===== src/rtl/arx_pkg.sv =====
// package for the address-detecting serial receiver
package arx_pkg;
  // register byte offsets
  localparam logic [7:0] OFF_CTRL = 8'h00;
  localparam logic [7:0] OFF_BAUD = 8'h04;
  localparam logic [7:0] OFF_STAT = 8'h08;
  localparam logic [7:0] OFF_DATA = 8'h0C;
  // control field positions
  localparam int CTRL_PORT_EN = 0;
  localparam int CTRL_CLOCKED = 1;
  localparam int CTRL_NINTH = 2;
  localparam int CTRL_ADDR = 3;
  localparam int CTRL_CONTINUOUS_RECEIVE_ENABLE = 4;
  localparam int CTRL_IRQEN = 5;
  localparam int CTRL_HIGHRATE = 6;
  localparam int CTRL_WIDEDIV = 7;
  localparam int CTRL_ANALOG = 8;
  localparam int CTRL_W = 9;
  localparam logic [CTRL_W-1:0] CTRL_RESET = 9'h000;
  // status field positions
  localparam int ST_NINTH = 0;
  localparam int ST_FRAMING_ERROR_FLAG = 1;
  localparam int ST_OVERRUN_FLAG = 2;
  localparam int ST_IDLE = 3;
  localparam int ST_RXFLAG = 4;
  localparam int ST_COUNT = 5;
  localparam int BUF_DEPTH = 2;
  localparam logic [1:0] BUF_FULL = 2'h2;
  localparam logic [1:0] BUF_EMPTY = 2'h0;
  // index of the last data bit for nine- and eight-bit characters
  localparam logic [3:0] LAST_BIT_NINE = 4'h8;
  localparam logic [3:0] LAST_BIT_EIGHT = 4'h7;
  localparam logic [15:0] BAUD_RESET = 16'h0000;
  // prescale by divider mode: {wide, high}
  localparam logic [5:0] PRE_64 = 6'h3F;
  localparam logic [5:0] PRE_16 = 6'h0F;
  localparam logic [5:0] PRE_4 = 6'h03;
  localparam logic [3:0] OVS_HALF = 4'h7;
  localparam logic [3:0] OVS_FULL = 4'hF;

  typedef enum logic [1:0] {
    RX_IDLE = 2'b00,
    RX_START = 2'b01,
    RX_DATA = 2'b11,
    RX_STOP = 2'b10
  } arx_state_e;

  // one buffered character
  typedef struct packed {
    logic framing_error_flag;
    logic ninth;
    logic [7:0] data;
  } arx_char_s;
endpackage


===== src/rtl/arx_tick_gen.sv =====
// baud tick generator: sixteen ticks per bit
`timescale 1ns/100ps
module arx_tick_gen (
  // clock and reset
  input wire logic clock,
  input wire logic reset,
  input wire logic clockEnable,
  // configuration
  input wire logic enable,
  input wire logic restart,
  input wire logic highRate,
  input wire logic wideDiv,
  input wire logic [15:0] divider,
  // tick
  output logic tick
);
  logic [5:0] preCount;
  logic [15:0] divCount;
  logic [5:0] preMax;

  // prescale 64/16/16/4 selected by the two mode bits; one tick per prescale times (divider + 1), low divider byte only unless wideDiv
  always_comb begin
    if (wideDiv && highRate) begin
      preMax = arx_pkg::PRE_4;
    end else if (wideDiv || highRate) begin
      preMax = arx_pkg::PRE_16;
    end else begin
      preMax = arx_pkg::PRE_64;
    end
  end

  always_ff @(posedge clock) begin
    if (reset || restart || !enable) begin
      preCount <= '0;
      divCount <= '0;
      tick <= 1'b0;
    end else if (clockEnable) begin
      tick <= 1'b0;
      if (preCount == preMax) begin
        preCount <= '0;
        if (divCount == (wideDiv ? divider : {8'h00, divider[7:0]})) begin
          divCount <= '0;
          tick <= 1'b1;
        end else begin
          divCount <= divCount + 16'h0001;
        end
      end else begin
        preCount <= preCount + 6'h01;
      end
    end
  end
endmodule // arx_tick_gen


===== src/rtl/arx_receiver.sv =====
// address-detecting asynchronous receiver with APB register access
// Function
// - address mode: ninth bit one raises flag
// - interrupt only when flag and enable set
// - buffered character reports ninth bit, errors
// - data read returns low eight oldest
// - clearing continuous enable clears overrun
// - address mode off: accept characters whatever their ninth bit
// - third unread character sets overrun
// - buffer holds two characters with status
// - nine-bit address mode: ninth zero discarded silently
// - after overrun keep buffer, accept nothing
// - start confirmed at mid-bit, else abandon
`timescale 1ns/100ps
module arx_receiver (
  // clock and reset
  input wire logic clock,
  input wire logic reset,
  input wire logic clockEnable,
  // apb slave
  input wire logic psel,
  input wire logic penable,
  input wire logic pwrite,
  input wire logic [7:0] paddr,
  input wire logic [31:0] pwdata,
  output logic [31:0] prdata,
  output logic pready,
  output logic pslverr,
  // serial line and request
  input wire logic receiveLine,
  output logic receiveIrq
);
  logic [arx_pkg::CTRL_W-1:0] control;
  logic [15:0] baudDivider;
  arx_pkg::arx_state_e state;
  arx_pkg::arx_char_s buffer [arx_pkg::BUF_DEPTH];
  logic rdPtr;
  logic [1:0] count;
  logic overrun;
  logic [3:0] tickCount;
  logic [3:0] bitIndex;
  logic [8:0] shiftReg;
  logic [2:0] votes;
  logic lineDelayed;
  logic baudTick;
  logic portOn;
  logic receiveOn;
  logic apbAccess;
  logic apbWrite;
  logic apbRead;
  logic dataRead;
  logic charDone;
  logic charKeep;
  logic charAccept;
  logic popArmed;
  logic stopLevel;
  logic majority;
  logic [31:0] next_prdata;
  arx_pkg::arx_char_s topChar;

  function automatic logic hitAddr(input logic [7:0] addr, input logic [7:0] offset);
    hitAddr = (addr == offset);
  endfunction

  assign portOn = control[arx_pkg::CTRL_PORT_EN] && !control[arx_pkg::CTRL_CLOCKED];
  assign receiveOn = portOn && control[arx_pkg::CTRL_CONTINUOUS_RECEIVE_ENABLE];
  assign apbAccess = psel && penable && clockEnable;
  assign apbWrite = apbAccess && pwrite;
  assign apbRead = apbAccess && !pwrite;
  // pop only a character that the setup cycle already placed on prdata
  assign dataRead = apbRead && hitAddr(paddr, arx_pkg::OFF_DATA) && popArmed;
  assign topChar = buffer[rdPtr];
  assign majority = (votes[0] & votes[1]) | (votes[0] & votes[2]) | (votes[1] & votes[2]);
  assign stopLevel = majority;
  assign charDone = (state == arx_pkg::RX_STOP) && baudTick && (tickCount == arx_pkg::OVS_FULL);
  // address mode with nine-bit characters only keeps characters with ninth bit set
  assign charKeep = !(control[arx_pkg::CTRL_ADDR] && control[arx_pkg::CTRL_NINTH]
                      && !shiftReg[8]);
  // a read in the completing cycle frees the slot the new character takes
  assign charAccept = charDone && charKeep && !overrun
                      && (count != arx_pkg::BUF_FULL || dataRead);

  arx_tick_gen u_tick (
    .clock(clock),
    .reset(reset),
    .clockEnable(clockEnable),
    .enable(portOn),
    .restart(apbWrite && hitAddr(paddr, arx_pkg::OFF_BAUD)),
    .highRate(control[arx_pkg::CTRL_HIGHRATE]),
    .wideDiv(control[arx_pkg::CTRL_WIDEDIV]),
    .divider(baudDivider),
    .tick(baudTick)
  );

  // control registers
  always_ff @(posedge clock) begin
    if (reset) begin
      control <= arx_pkg::CTRL_RESET;
      baudDivider <= arx_pkg::BAUD_RESET;
    end else if (apbWrite) begin
      if (hitAddr(paddr, arx_pkg::OFF_CTRL)) begin
        control <= pwdata[arx_pkg::CTRL_W-1:0];
      end else if (hitAddr(paddr, arx_pkg::OFF_BAUD)) begin
        baudDivider <= pwdata[15:0];
      end
    end
  end

  // receive state machine
  always_ff @(posedge clock) begin
    if (reset || !receiveOn) begin
      state <= arx_pkg::RX_IDLE;
      tickCount <= '0;
      bitIndex <= '0;
      shiftReg <= '0;
      votes <= '0;
      lineDelayed <= 1'b1;
    end else if (clockEnable) begin
      lineDelayed <= receiveLine;
      if (baudTick) begin
        votes <= {votes[1:0], receiveLine};
      end
      case (state)
        arx_pkg::RX_IDLE: begin
          tickCount <= '0;
          // no new character while overrun stands
          if (lineDelayed && !receiveLine && !overrun) begin
            state <= arx_pkg::RX_START;
          end
        end
        arx_pkg::RX_START: begin
          if (baudTick) begin
            tickCount <= tickCount + 4'h1;
            if (tickCount == arx_pkg::OVS_HALF) begin
              tickCount <= '0;
              bitIndex <= '0;
              // mid-bit check; a high line abandons without error
              state <= receiveLine ? arx_pkg::RX_IDLE : arx_pkg::RX_DATA;
            end
          end
        end
        arx_pkg::RX_DATA: begin
          if (baudTick) begin
            tickCount <= tickCount + 4'h1;
            if (tickCount == arx_pkg::OVS_FULL) begin
              shiftReg <= control[arx_pkg::CTRL_NINTH] ? {majority, shiftReg[8:1]}
                                                       : {1'b0, majority, shiftReg[7:1]};
              bitIndex <= bitIndex + 4'h1;
              if (bitIndex == (control[arx_pkg::CTRL_NINTH] ? arx_pkg::LAST_BIT_NINE
                                                            : arx_pkg::LAST_BIT_EIGHT)) begin
                state <= arx_pkg::RX_STOP;
              end
            end
          end
        end
        arx_pkg::RX_STOP: begin
          if (baudTick) begin
            tickCount <= tickCount + 4'h1;
            if (tickCount == arx_pkg::OVS_FULL) begin
              state <= arx_pkg::RX_IDLE;
            end
          end
        end
        default: state <= arx_pkg::RX_IDLE;
      endcase
    end
  end

  // two-entry buffer and overrun
  always_ff @(posedge clock) begin
    if (reset || !portOn) begin
      rdPtr <= 1'b0;
      count <= '0;
      for (int i = 0; i < arx_pkg::BUF_DEPTH; i++) begin
        buffer[i] <= '0;
      end
    end else if (clockEnable) begin
      if (charAccept) begin
        buffer[rdPtr ^ count[0]] <= '{framing_error_flag: !stopLevel, ninth: shiftReg[8],
                                       data: shiftReg[7:0]};
      end
      if (dataRead) begin
        rdPtr <= ~rdPtr;
      end
      if (charAccept && !dataRead) begin
        count <= count + 2'h1;
      end else if (dataRead && !charAccept) begin
        count <= count - 2'h1;
      end
    end
  end

  always_ff @(posedge clock) begin
    if (reset || !receiveOn) begin
      overrun <= 1'b0;
    end else if (clockEnable && charDone && charKeep && count == arx_pkg::BUF_FULL
                 && !dataRead) begin
      overrun <= 1'b1;
    end
  end

  // apb read data and interrupt request
  always_comb begin
    next_prdata = '0;
    if (hitAddr(paddr, arx_pkg::OFF_CTRL)) begin
      next_prdata[arx_pkg::CTRL_W-1:0] = control;
    end else if (hitAddr(paddr, arx_pkg::OFF_BAUD)) begin
      next_prdata[15:0] = baudDivider;
    end else if (hitAddr(paddr, arx_pkg::OFF_STAT)) begin
      next_prdata[arx_pkg::ST_NINTH] = (count != 2'd0) && topChar.ninth;
      next_prdata[arx_pkg::ST_FRAMING_ERROR_FLAG] = (count != 2'd0) && topChar.framing_error_flag;
      next_prdata[arx_pkg::ST_OVERRUN_FLAG] = overrun;
      next_prdata[arx_pkg::ST_IDLE] = (state == arx_pkg::RX_IDLE);
      next_prdata[arx_pkg::ST_RXFLAG] = (count != 2'd0);
      next_prdata[arx_pkg::ST_COUNT +: 2] = count;
    end else if (hitAddr(paddr, arx_pkg::OFF_DATA)) begin
      next_prdata[7:0] = (count != 2'd0) ? topChar.data : 8'h00;
    end
  end

  always_ff @(posedge clock) begin
    if (reset) begin
      prdata <= '0;
      pready <= 1'b0;
      pslverr <= 1'b0;
      receiveIrq <= 1'b0;
      popArmed <= 1'b0;
    end else if (clockEnable) begin
      pready <= psel && !penable;
      pslverr <= psel && !penable && !(hitAddr(paddr, arx_pkg::OFF_CTRL)
                 || hitAddr(paddr, arx_pkg::OFF_BAUD) || hitAddr(paddr, arx_pkg::OFF_STAT)
                 || hitAddr(paddr, arx_pkg::OFF_DATA));
      if (psel && !penable) begin
        prdata <= next_prdata;
        popArmed <= hitAddr(paddr, arx_pkg::OFF_DATA) && (count != arx_pkg::BUF_EMPTY);
      end
      receiveIrq <= receiveOn && (count != 2'd0) && control[arx_pkg::CTRL_IRQEN];
    end
  end
endmodule // arx_receiver


===== config.mk =====
export PLATFORM = sky130hd
export DESIGN_NAME = arx_receiver
export DESIGN_NICKNAME = d
export VERILOG_FILES = /design/src/rtl/arx_pkg.sv /design/src/rtl/arx_tick_gen.sv /design/src/rtl/arx_receiver.sv
export SDC_FILE = /design/constraint.sdc
export NUM_CORES = 1
export LEC_CHECK = 0
export BUFFER_PORTS_ARGS = -buffer_cell sky130_fd_sc_hd__clkbuf_2
export CORE_MARGIN = 2
export CORE_UTILIZATION = 54
export CTS_BUF_LIST = sky130_fd_sc_hd__clkbuf_4 sky130_fd_sc_hd__clkbuf_8
export DETAILED_ROUTE_END_ITERATION = 10
export PLACE_DENSITY = 0.78
export SYNTH_ARGS = -nofsm -noshare
export SYNTH_HDL_FRONTEND = slang
export SYNTH_SLANG_ARGS = --single-unit

===== constraint.sdc =====
create_clock -name clock -period 2.05 [get_ports clock]
set_clock_uncertainty 0.05 [all_clocks]
set_input_delay 0.205 -clock clock [delete_from_list [all_inputs] [get_ports clock]]
set_output_delay 0.205 -clock clock [all_outputs]
set_load 0.02 [all_outputs]

Word-level counts from Yosys, hierarchy flattened
Memory sizes are Yosys's and may differ from the RTL's. A register that Yosys moved wholly into a read port is not among the register bits.
Cells that the tools add are included.
{ "word_totals": {"mem_count": 1, "wordCells": 177, "in_bits": 47, "out_inout_bits": 35, "ff_bits": 95, "ramBits": 20} }
{ "classes": {"n_mux": 49, "n_eq_ne": 22, "addsub": 6, "n_reduce_logical": 72, "bitwise_logic": 8} }
{ "memory_table": {"columns": ["name", "words", "word_bits", "read_ports", "rd_clocked_by_memory_dff", "wr", "line", "source"], "rows": [
  ["buffer", 2, 10, 1, 1, 2, "arx_receiver.sv:36", "arx_pkg::arx_char_s buffer [arx_pkg::BUF_DEPTH];"]
]} }
{ "op_table": {"columns": ["op", "n"], "rows": [
  ["$logic_and 1x1->1", 32],
  ["$mux 16", 2],
  ["$mux 4", 8],
  ["$mux 8", 4],
  ["$mux 2", 11],
  ["$mux 6", 3],
  ["$mux 9", 2],
  ["$add 16x1->16 const B", 1],
  ["$eq 16x16->1", 1],
  ["$eq 8x4->1 const B", 2],
  ["$mux 7", 2],
  ["$logic_not 1->1", 13],
  ["$mux 1", 13],
  ["$pmux 4 s3", 1],
  ["$reduce_and 2->1", 6],
  ["$mux 10", 1],
  ["$ne 2x1->1 const B", 5],
  ["$ne 2x2->1 const B", 5],
  ["$reduce_or 10->1", 1],
  ["$logic_or 1x1->1", 9],
  ["$reduce_and 9->1", 1],
  ["$add 4x1->4 const B", 2],
  ["$eq 8x3->1 const B", 1],
  ["$logic_not 8->1", 1],
  ["21 further kinds", 30]
]} }

Logic depth before layout (Yosys ltp)
Gate-level depths: netlist of run 1.
{ "logic_depth": {"depth_word": 13, "ltp_mapped": 10, "ltp_nobuf": 9} }

By module
Synthesis of run 1 repeated with hierarchy kept, for this count alone.
{ "unflattened": {"hier_cells": 638, "area_unflattened_um2": 5835.6} }
{ "by_module_without_submodules": {"columns": ["module", "n_inst", "area_per_inst_um2", "seq_area_each_um2", "cells_per_inst"], "rows": [
  ["arx_receiver", 1, 4346.7, 2062.0, 466],
  ["arx_tick_gen", 1, 1488.9, 460.4, 172]
]} }

Worst setup path after synthesis of run 1
OpenSTA, ideal clock, no wires.
{ "synth_path": {"path_type": "input to register", "startpoint": "input paddr[1]", "endpoint": "register count[1]", "required_ns": 1.865, "slack_ns": -0.110, "path_buffers": 0, "t_arrival_ns": 1.975, "setup_time_ns": 0.135, "path_stages": 9, "cell_sequence": "or4_4 > nor4_4 > nor2_1 > nor2b_1 > ha_1 > nor2_1 > nand2_1 > xor2_1 > nor2_1"} }
{ "synth_via": {"elab_chain_cells": 9, "word_cells_on_any_way": 12, "classes_between": "eq/ne: 1; mux: 1; reduce/logical: 10"} }
{ "synth_lines": {"columns": ["element", "line", "source"], "rows": [
  ["start, declared", "arx_receiver.sv:24", "input wire logic [7:0] paddr,"],
  ["$eq 8x4->1 *", "arx_receiver.sv:62", "hitAddr = (addr == offset);"],
  ["$logic_and 1x1->1 * (2 in series)", "arx_receiver.sv:71", "assign dataRead = apbRead && hitAddr(paddr, arx_pkg::OFF_DATA) && popArmed;"],
  ["$logic_or 1x1->1", "arx_receiver.sv:81", "&& (count != arx_pkg::BUF_FULL || dataRead);"],
  ["$logic_and 1x1->1", "arx_receiver.sv:81", null],
  ["$logic_not 1->1", "arx_receiver.sv:187", "end else if (dataRead && !charAccept) begin"],
  ["$logic_and 1x1->1", "arx_receiver.sv:187", null],
  ["$reduce_bool 2->1 (no source line)", null, null],
  ["$reduce_and 2->1 (no source line)", null, null],
  ["end signal, assigned", "arx_receiver.sv:186", "count <= count + 2'h1;"],
  ["end signal, assigned", "arx_receiver.sv:188", "count <= count - 2'h1;"],
  ["end, declared", "arx_receiver.sv:38", "logic [1:0] count;"]
]} }
Mark *: on every way between the ends. The rest lies on a longest branch, timed or not.
A chain may end at the register's enable or synchronous reset.

Worst setup path after layout of run 1
{ "layout_path": {"startpoint": "register control[7] in the netlist's numbering", "endpoint": "register u_tick.divCount[7]"} }
{ "layout_via": {"elab_chain_cells": 5, "word_cells_on_any_way": 9, "classes_between": "eq/ne: 2; mux: 4; reduce/logical: 3"} }
{ "layout_lines": {"columns": ["element", "line", "source"], "rows": [
  ["start, declared", "arx_receiver.sv:33", "logic [arx_pkg::CTRL_W-1:0] control;"],
  ["start signal, assigned", "arx_receiver.sv:98", "control <= arx_pkg::CTRL_RESET;"],
  ["start signal, assigned", "arx_receiver.sv:102", "control <= pwdata[arx_pkg::CTRL_W-1:0];"],
  ["$logic_or 1x1->1", "arx_tick_gen.sv:25", "end else if (wideDiv || highRate) begin"],
  ["$mux 6", "arx_tick_gen.sv:25", null],
  ["$mux 6", "arx_tick_gen.sv:23", "if (wideDiv && highRate) begin"],
  ["$eq 6x6->1", "arx_tick_gen.sv:39", "if (preCount == preMax) begin"],
  ["$reduce_and 2->1 (no source line)", null, null],
  ["end signal, assigned", "arx_tick_gen.sv:45", "divCount <= divCount + 16'h0001;"],
  ["end, declared", "arx_tick_gen.sv:18", "logic [15:0] divCount;"]
]} }
Parallel ways exist; a longest one is shown, timed or not.

==> impl_metrics.csv, run 1 <==
group,metric,value,unit
sta,max_freq,496,MHz
clock_tree,clock_sinks,116,
routing,drc,0,
flow_run,drv_cap,0,
sta,setup_ws,34.0,ps
layout,fin_area,7020,µm²
sta,tightestPinTransition,497,ps
worst_setup_path,crit_chain,"buf_4 > nand2_1 > a2111oi_2 > and4_1 > and4b_1 > buf_4 > a211oi_1",
floorplanning,io_pins,82,
floorplanning,dieArea,11400,µm²
yosys,yosysSeqAreaShare,0.442,
power_and_ir_drop,ir_drop,0.479,mV
routing,vias_per_cell,5.73,
routing,wl_per_cell,16.3,µm
layout,final_common_cell,"dfxtp_1",
layout,final_cell_mix,"dfxtp_1 (93), nand2_1 (80), nor2_1 (65)",
yosys,ys_warn_count,0,
clock_tree,cts.clk_slew.worst_paths,80,ps
floorplanning,start_util,0.555,
sta,period_share,0.983,
global_routing,antenna_found_initial,0,
placement,place_ws,-256,ps
placement,gp_congestion,0.902,
routing,first_pass_iters,6,
global_routing,grt_usage,0.262,
layout,drive_gt1_frac,0.226,
worst_setup_path,cp_max_fo,13,
yosys,synthArstFlopShare,0,
power_and_ir_drop,leakagePower,2.53,nW
yosys,synth_top_flop_cell,"dfxtp_1",
clock_tree,clockRootBuffer,"clkbuf_8",
routing,wirelength,14500,µm
clock_tree,cts_tree,"yes",
worst_setup_path,max_stage_delay,400,ps
routing,postRouteAntennaNets,0,
layout,fin_nets,794,
floorplanning,die_w,107,µm
yosys,synth_area,5700,µm²
routing,vias,5108,
sta,setup_viol,0,
layout,final_util,0.683,
sta,relSlewSlack,0.660,
sta,post-route-min-period,2020,ps
worst_setup_path,path_buf_inv,2,
global_routing,grt_pass1_vias,4853,
sta,tns,0,ps
clock_tree,clockBufferDepth,2,
global_routing,grt_pass1_wl,23400,µm
min_path,hold_path.class,"input pin to flop",
worst_setup_path,setup.worst_path.start_class,"flop",
worst_setup_path,cpMaxStageDelayCell,"a2111oi_2",
floorplanning,rows,37,
layout,area_growth,23.0,%
layout,diodes,0,
placement,dp_hpwl,10200,µm
power_and_ir_drop,power_density,704,nW/µm²
floorplanning,core,10300,µm²
routing,dr.first_iter.drc_count,325,
floorplanning,die_h,107,µm
run_status,status,"complete, no violations",
yosys,synth_cells,647,
placement,io_buffer_count,49,
sta,maxSlewViolCount,0,
worst_setup_path,end_kind,"flop",
clock_tree,clock_latency,440,ps
power_and_ir_drop,total_power,4.94,mW
yosys,synth_area_per_cell,8.82,µm²
yosys,synth-seq-cells,116,
worst_setup_path,crit_required,2320,ps
worst_setup_path,r2r_slack,30,ps
yosys,synth_edf_count,20,
clock_tree,cts_inserted_buffers,17,
sta,hold_viol_final,0,
clock_tree,cts-htree-levels,4,
global_routing,grt_max_degree,25,
worst_setup_path,cp_data_arrival_time,2290,ps
worst_setup_path,path_common_cell,"buf_4",
worst_setup_path,crit_family,"simple AND/OR/NAND/NOR gates",
placement,place_area,6290,µm²
global_routing,grt_overflow,0,
worst_setup_path,crit_type,"flop to flop",
yosys,ys_types,64,
-- per-layer routing --
layer | track usage | share of wire | routed length (µm) | up-vias
met2 | 0.446 | 0.50 | 7320 | 149
met3 | 0.0590 | 0.056 | 811 | 29
met1 | 0.319 | 0.41 | 5990 | 2477
met5 | 0 | 0 | 0 | -
li1 | - | - | - | 2453
met4 | 0.113 | 0.027 | 387 | 0
-- worst reg2reg max path: stages, from the launching register on --
cell	delay (ps)
dfxtp_2	370
buf_4	180
nand2_1	120
a2111oi_2	400
and4_1	270
and4b_1	220
buf_4	200
a211oi_1	70
-- layout make-up --
class | count | area, µm²
Multi-Input combinational cell | 478 | 3000
Clock inverter | 13 | 206
Inverter | 12 | 45.0
Tap cell | 136 | 170
Sequential cell | 116 | 2530
Fill cell | 780 | 3260
Clock buffer | 19 | 255
Timing Repair Buffer | 117 | 808
-- sequential cells by signal (all words and copies together), names as in the netlist, named ones only --
name             cells
prdata              16
tickCount            4
buffer              20
state                2
popArmed             1
pready               1
count                2
control              9
u_tick.divCount     16
votes                3
bitIndex             4
lineDelayed          1
pslverr              1
overrun              1
u_tick.preCount      6
rdPtr                1
receiveIrq           1
baudDivider         16
u_tick.tick          1
shiftReg             9
-- power breakdown --
group	switching [mW]	leakage [nW]	internal, mW	total (mW)
Combinational	0.112	1.29	0.0697	0.182
Clock	0.964	0.219	1.49	2.45
Sequential	0.00160	1.02	2.31	2.31
Total	1.08	2.53	3.86	4.94
-- synthesized netlist by cell type (7+ instances only) --
cell type | n | share of area
edfxtp_1 | 20 | 0.11
o21ai_0 | 11 | 0.0097
a22oi_1 | 10 | 0.013
inv_1 | 12 | 0.0079
nand3_1 | 23 | 0.020
nor3_1 | 25 | 0.022
mux2i_1 | 23 | 0.040
xor2_1 | 14 | 0.021
buf_4 | 18 | 0.024
xnor2_1 | 20 | 0.031
and2_1 | 18 | 0.020
nand4_1 | 9 | 0.0099
clkbuf_1 | 25 | 0.016
a21oi_1 | 58 | 0.051
a211oi_1 | 7 | 0.0092
nand2_1 | 82 | 0.054
nor2_1 | 66 | 0.043
dfxtp_1 | 96 | 0.34
buf_2 | 9 | 0.0079
-- worst paths after layout --
| path | from | depth (start not counted) | endpoint |
|---|---|---|---|
| worst max-delay path | control[7] | 7 | u_tick.divCount[7] |
| worst min-delay path | receiveLine | 3 | lineDelayed |
| worst max register to register | control[7] | 7 | u_tick.divCount[7] |
| worst min register to register | prdata[6] | 2 | prdata[6] |
-- kinds of logic after synthesis --
logic type / after synthesis / synth area share
buf+inv: 68 / 0.0588
xor+xnor: 34 / 0.0522
other cells: 1 / 0.000657
compound gates: 131 / 0.159
fa+ha+maj: 6 / 0.0127
mux: 26 / 0.0463
flops: 116 / 0.442
simple gates: 265 / 0.228
-- timing repair --
item / in CTS / in global routing
hold endpoints to repair: 23 / 0
setup endpoints to repair: 14 / 54
cloned: 0 / 0
hold buffers: 16 / 0
resized for setup: 2 / 18
pin swaps: 0 / 4
buffers inserted: 0 / 2
-- per-stage QoR --
stage               instances  hold slack, ps
floorplan                 662             295
global placement          842             384
detailed placement        842             393
CTS                       890            40.0
global route              891            77.9
finish                    891            62.0
(Power assumes the default switching activity.)
==> run 2, diff against run 1 <==
--- a/config.mk
+++ b/config.mk
@@ -8,9 +8,10 @@
 export BUFFER_PORTS_ARGS = -buffer_cell sky130_fd_sc_hd__clkbuf_2
 export CORE_MARGIN = 2
 export CORE_UTILIZATION = 54
-export CTS_BUF_LIST = sky130_fd_sc_hd__clkbuf_4 sky130_fd_sc_hd__clkbuf_8
+export CTS_BUF_LIST = sky130_fd_sc_hd__clkbuf_2
 export DETAILED_ROUTE_END_ITERATION = 10
 export PLACE_DENSITY = 0.78
 export SYNTH_ARGS = -nofsm -noshare
 export SYNTH_HDL_FRONTEND = slang
+export SYNTH_HIERARCHICAL = 1
 export SYNTH_SLANG_ARGS = --single-unit
==> impl_metrics.csv, run 2 <==
group,metric,value,unit
run_status,status,"finished, violations left",
run_status,violations,"negative setup slack",
sta,rsz0062_at_grt,"true",
power_and_ir_drop,swShare,0.231,
power_and_ir_drop,power_frac_clock,0.414,
yosys,synthTopCellsByCount,"dfxtp_1 (96), nand2_1 (56), nor2_1 (53)",
routing,wl_per_cell,17.0,µm
layout,final_util,0.709,
worst_setup_path,max_stage_delay,510,ps
worst_setup_path,r2r_end,"u_tick/divCount[14]",
min_path,min_to,"u_tick/preCount[3]",
yosys,netlist_top_cells_area,"dfxtp_1 (33%), edfxtp_1 (10%), mux2i_1 (5.5%)",
min_path,hold_path.class,"input pin to flop",
placement,dp_cells,849,
worst_setup_path,r2r_slack,-170,ps
routing,first_pass_iters,5,
power_and_ir_drop,p_int,3.33,mW
layout,final_cells,919,
worst_setup_path,timing.rr.start,"control[7]",
worst_setup_path,setup.worst_path.start_class,"flop",
yosys,synth_cells,638,
min_path,hold_path_startpoint,"clockEnable",
worst_setup_path,cp_data_arrival_time,2760,ps
layout,fin_area,7380,µm²
yosys,synth-seq-cells,116,
global_routing,grt_pass1_wl,24600,µm
worst_setup_path,crit_chain,"or4bb_1 > o32a_1 > and2_4 > or4_1 > a221oi_2",
floorplanning,die_h,108,µm
yosys,synth_area_per_cell,9.15,µm²
global_routing,grt_max_degree,26,
global_routing,grt_overflow,0,
clock_tree,clockBufferDepth,2,
worst_setup_path,ff2ff_path_depth,5,
worst_setup_path,path_buf_inv,0,
yosys,ys_types,72,
layout,final_common_cell,"dfxtp_1",
routing,vias,5436,
sta,tightestPinTransition,602,ps
power_and_ir_drop,total_power,4.34,mW
routing,postRouteAntennaNets,0,
power_and_ir_drop,combPwrFrac,0.053,
layout,area_growth,26.5,%
worst_setup_path,crit_family,"simple AND/OR/NAND/NOR gates",
routing,dr.first_iter.drc_count,408,
power_and_ir_drop,power_density,587,nW/µm²
sta,max_freq,451,MHz
worst_setup_path,end_kind,"flop",
yosys,yosys.area.top_type,"dfxtp_1",
layout,largest_register,"buffer",
power_and_ir_drop,leakagePower,2.80,nW
flow_run,drv_cap,0,
power_and_ir_drop,ir_drop,0.507,mV
yosys,ys_warn_count,6,
sta,setup_viol,12,
floorplanning,die_w,108,µm
floorplanning,rows,37,
power_and_ir_drop,p_switching,1.00,mW
layout,nFillCells,769,
floorplanning,io_pins,82,
worst_setup_path,crit_type,"flop to flop",
placement,gp_congestion,0.899,
sta,relSlewSlack,0.596,
floorplanning,dieArea,11700,µm²
placement,dp_hpwl,10700,µm
sta,setup_ws,-168,ps
routing,vias_per_cell,5.92,
floorplanning,core,10400,µm²
sta,tns,-745,ps
yosys,yosysMostFrequentCell,"dfxtp_1",
sta,period_share,1.08,
clock_tree,cts_inserted_buffers,17,
clock_tree,cts.clk_slew.worst_paths,160,ps
clock_tree,clockRootBuffer,"clkbuf_2",
worst_setup_path,cpMaxStageDelayCell,"or4bb_1",
global_routing,grt_pass1_vias,5238,
min_path,whs_path_depth,5,
layout,fin_nets,822,
sta,hold_viol_final,0,
worst_setup_path,cp_max_fo,6,
clock_tree,clock_sinks,116,
clock_tree,clock_latency,680,ps
routing,wirelength,15600,µm
clock_tree,cts-htree-levels,4,
sta,maxSlewViolCount,0,
placement,place_area,6580,µm²
layout,largest_reg_flops,20,
layout,drive_gt1_frac,0.273,
yosys,yosysSeqAreaShare,0.432,
yosys,synth_edf_count,20,
placement,io_buffer_count,49,
yosys,synthArstFlopShare,0,
yosys,yosys.area.top_type_share,0.329,
routing,drc,0,
worst_setup_path,crit_required,2590,ps
global_routing,grt_usage,0.268,
yosys,synth_top_flop_cell,"dfxtp_1",
layout,final_cell_mix,"dfxtp_1 (89), clkbuf_2 (69), buf_4 (64)",
sta,post-route-min-period,2220,ps
yosys,synth_area,5840,µm²
clock_tree,cts_tree,"yes",
layout,diodes,0,
power_and_ir_drop,p_seq_frac,0.533,
global_routing,antenna_found_initial,0,
floorplanning,start_util,0.560,
run 2: cell count changes in the layout (fill, tap and decap cells not counted), moves of 14 or more:
cell,delta
o21ai_0,+18
dlygate4sd3_1,+14
and2_2,+18
a21oi_1,-20
nand2_1,-25
nand3_1,+18
nor3_1,-22
clkbuf_8,-18
clkbuf_2,+20
run 2: power groups by stage:
| stage | clock (mW) | sequential (mW) | combinational, mW |
|---|---|---|---|
| after floorplan | 0 | 2.36 | 0.117 |
| after global placement | 0 | 2.36 | 0.173 |
| after detailed placement | 0 | 2.36 | 0.177 |
| after CTS | 1.80 | 2.31 | 0.220 |
| after global routing | 1.91 | 2.31 | 0.242 |
| final | 1.79 | 2.31 | 0.229 |
run 2: routing by layer:
layer / track usage / vias to the layer above / wire length, µm
met3: 0.0567 / 48 / 809
met4: 0.110 / 0 / 419
met2: 0.478 / 211 / 8240
met5: 0 / - / 0
li1: - / 2562 / -
met1: 0.311 / 2615 / 6140
run 2: worst max-delay path by stage:
stage	startpoint	endpoint	cells after the start
floorplan	u_tick/preCount[1]	u_tick/divCount[6]	7
global placement	u_tick/preCount[1]	u_tick/divCount[15]	7
detailed placement	paddr[1]	count[1]	9
CTS	u_tick/preCount[1]	u_tick/divCount[12]	6
global route	u_tick/preCount[4]	u_tick/divCount[12]	5
finish	control[7]	u_tick/divCount[14]	5
run 2: repair_timing:
action	CTS	global route
buffers inserted	2	5
pin swaps	1	10
endpoints found under the setup margin	7	42
gates cloned	0	1
hold buffers	30	0
resized for setup	9	26
endpoints found under the hold margin	38	0
run 2: cell type report:
class                      count  area, µm²  area share
tap                          136        170      0.0231
clock buffer                  20        100      0.0136
sequential                   116       2530       0.343
clock inverter                12        188      0.0254
inverter                       8       30.0     0.00407
multi-input combinational    476       3230       0.438
timing repair buffer         151       1130       0.153
run 2: through the flow:
| stage | setup WS (ps) | hold WS (ps) |
|---|---|---|
| global placement | -186 | 379 |
| detailed placement | -190 | 385 |
| CTS | -141 | 6.87 |
| global route | -199 | 7.08 |
| finish | -168 | 39.1 |
| floorplan | -71.1 | 282 |
run 2: worst register-to-register path: cells and delay by family (launching register included):
kind	cells	cell delay, ps
compound gates	2	550
simple gates	3	1160
flops	1	370
run 2: cells by family after synthesis:
kind of cell	after synthesis	synth area share
other	1	0.000643
AO/OA/AOI/OAI	141	0.160
multiplexers	34	0.0587
XOR/XNOR	35	0.0525
AND/OR/NAND/NOR	244	0.229
buffers and inverters	61	0.0547
flip-flops	116	0.432
adder cells (fa/ha/maj)	6	0.0124
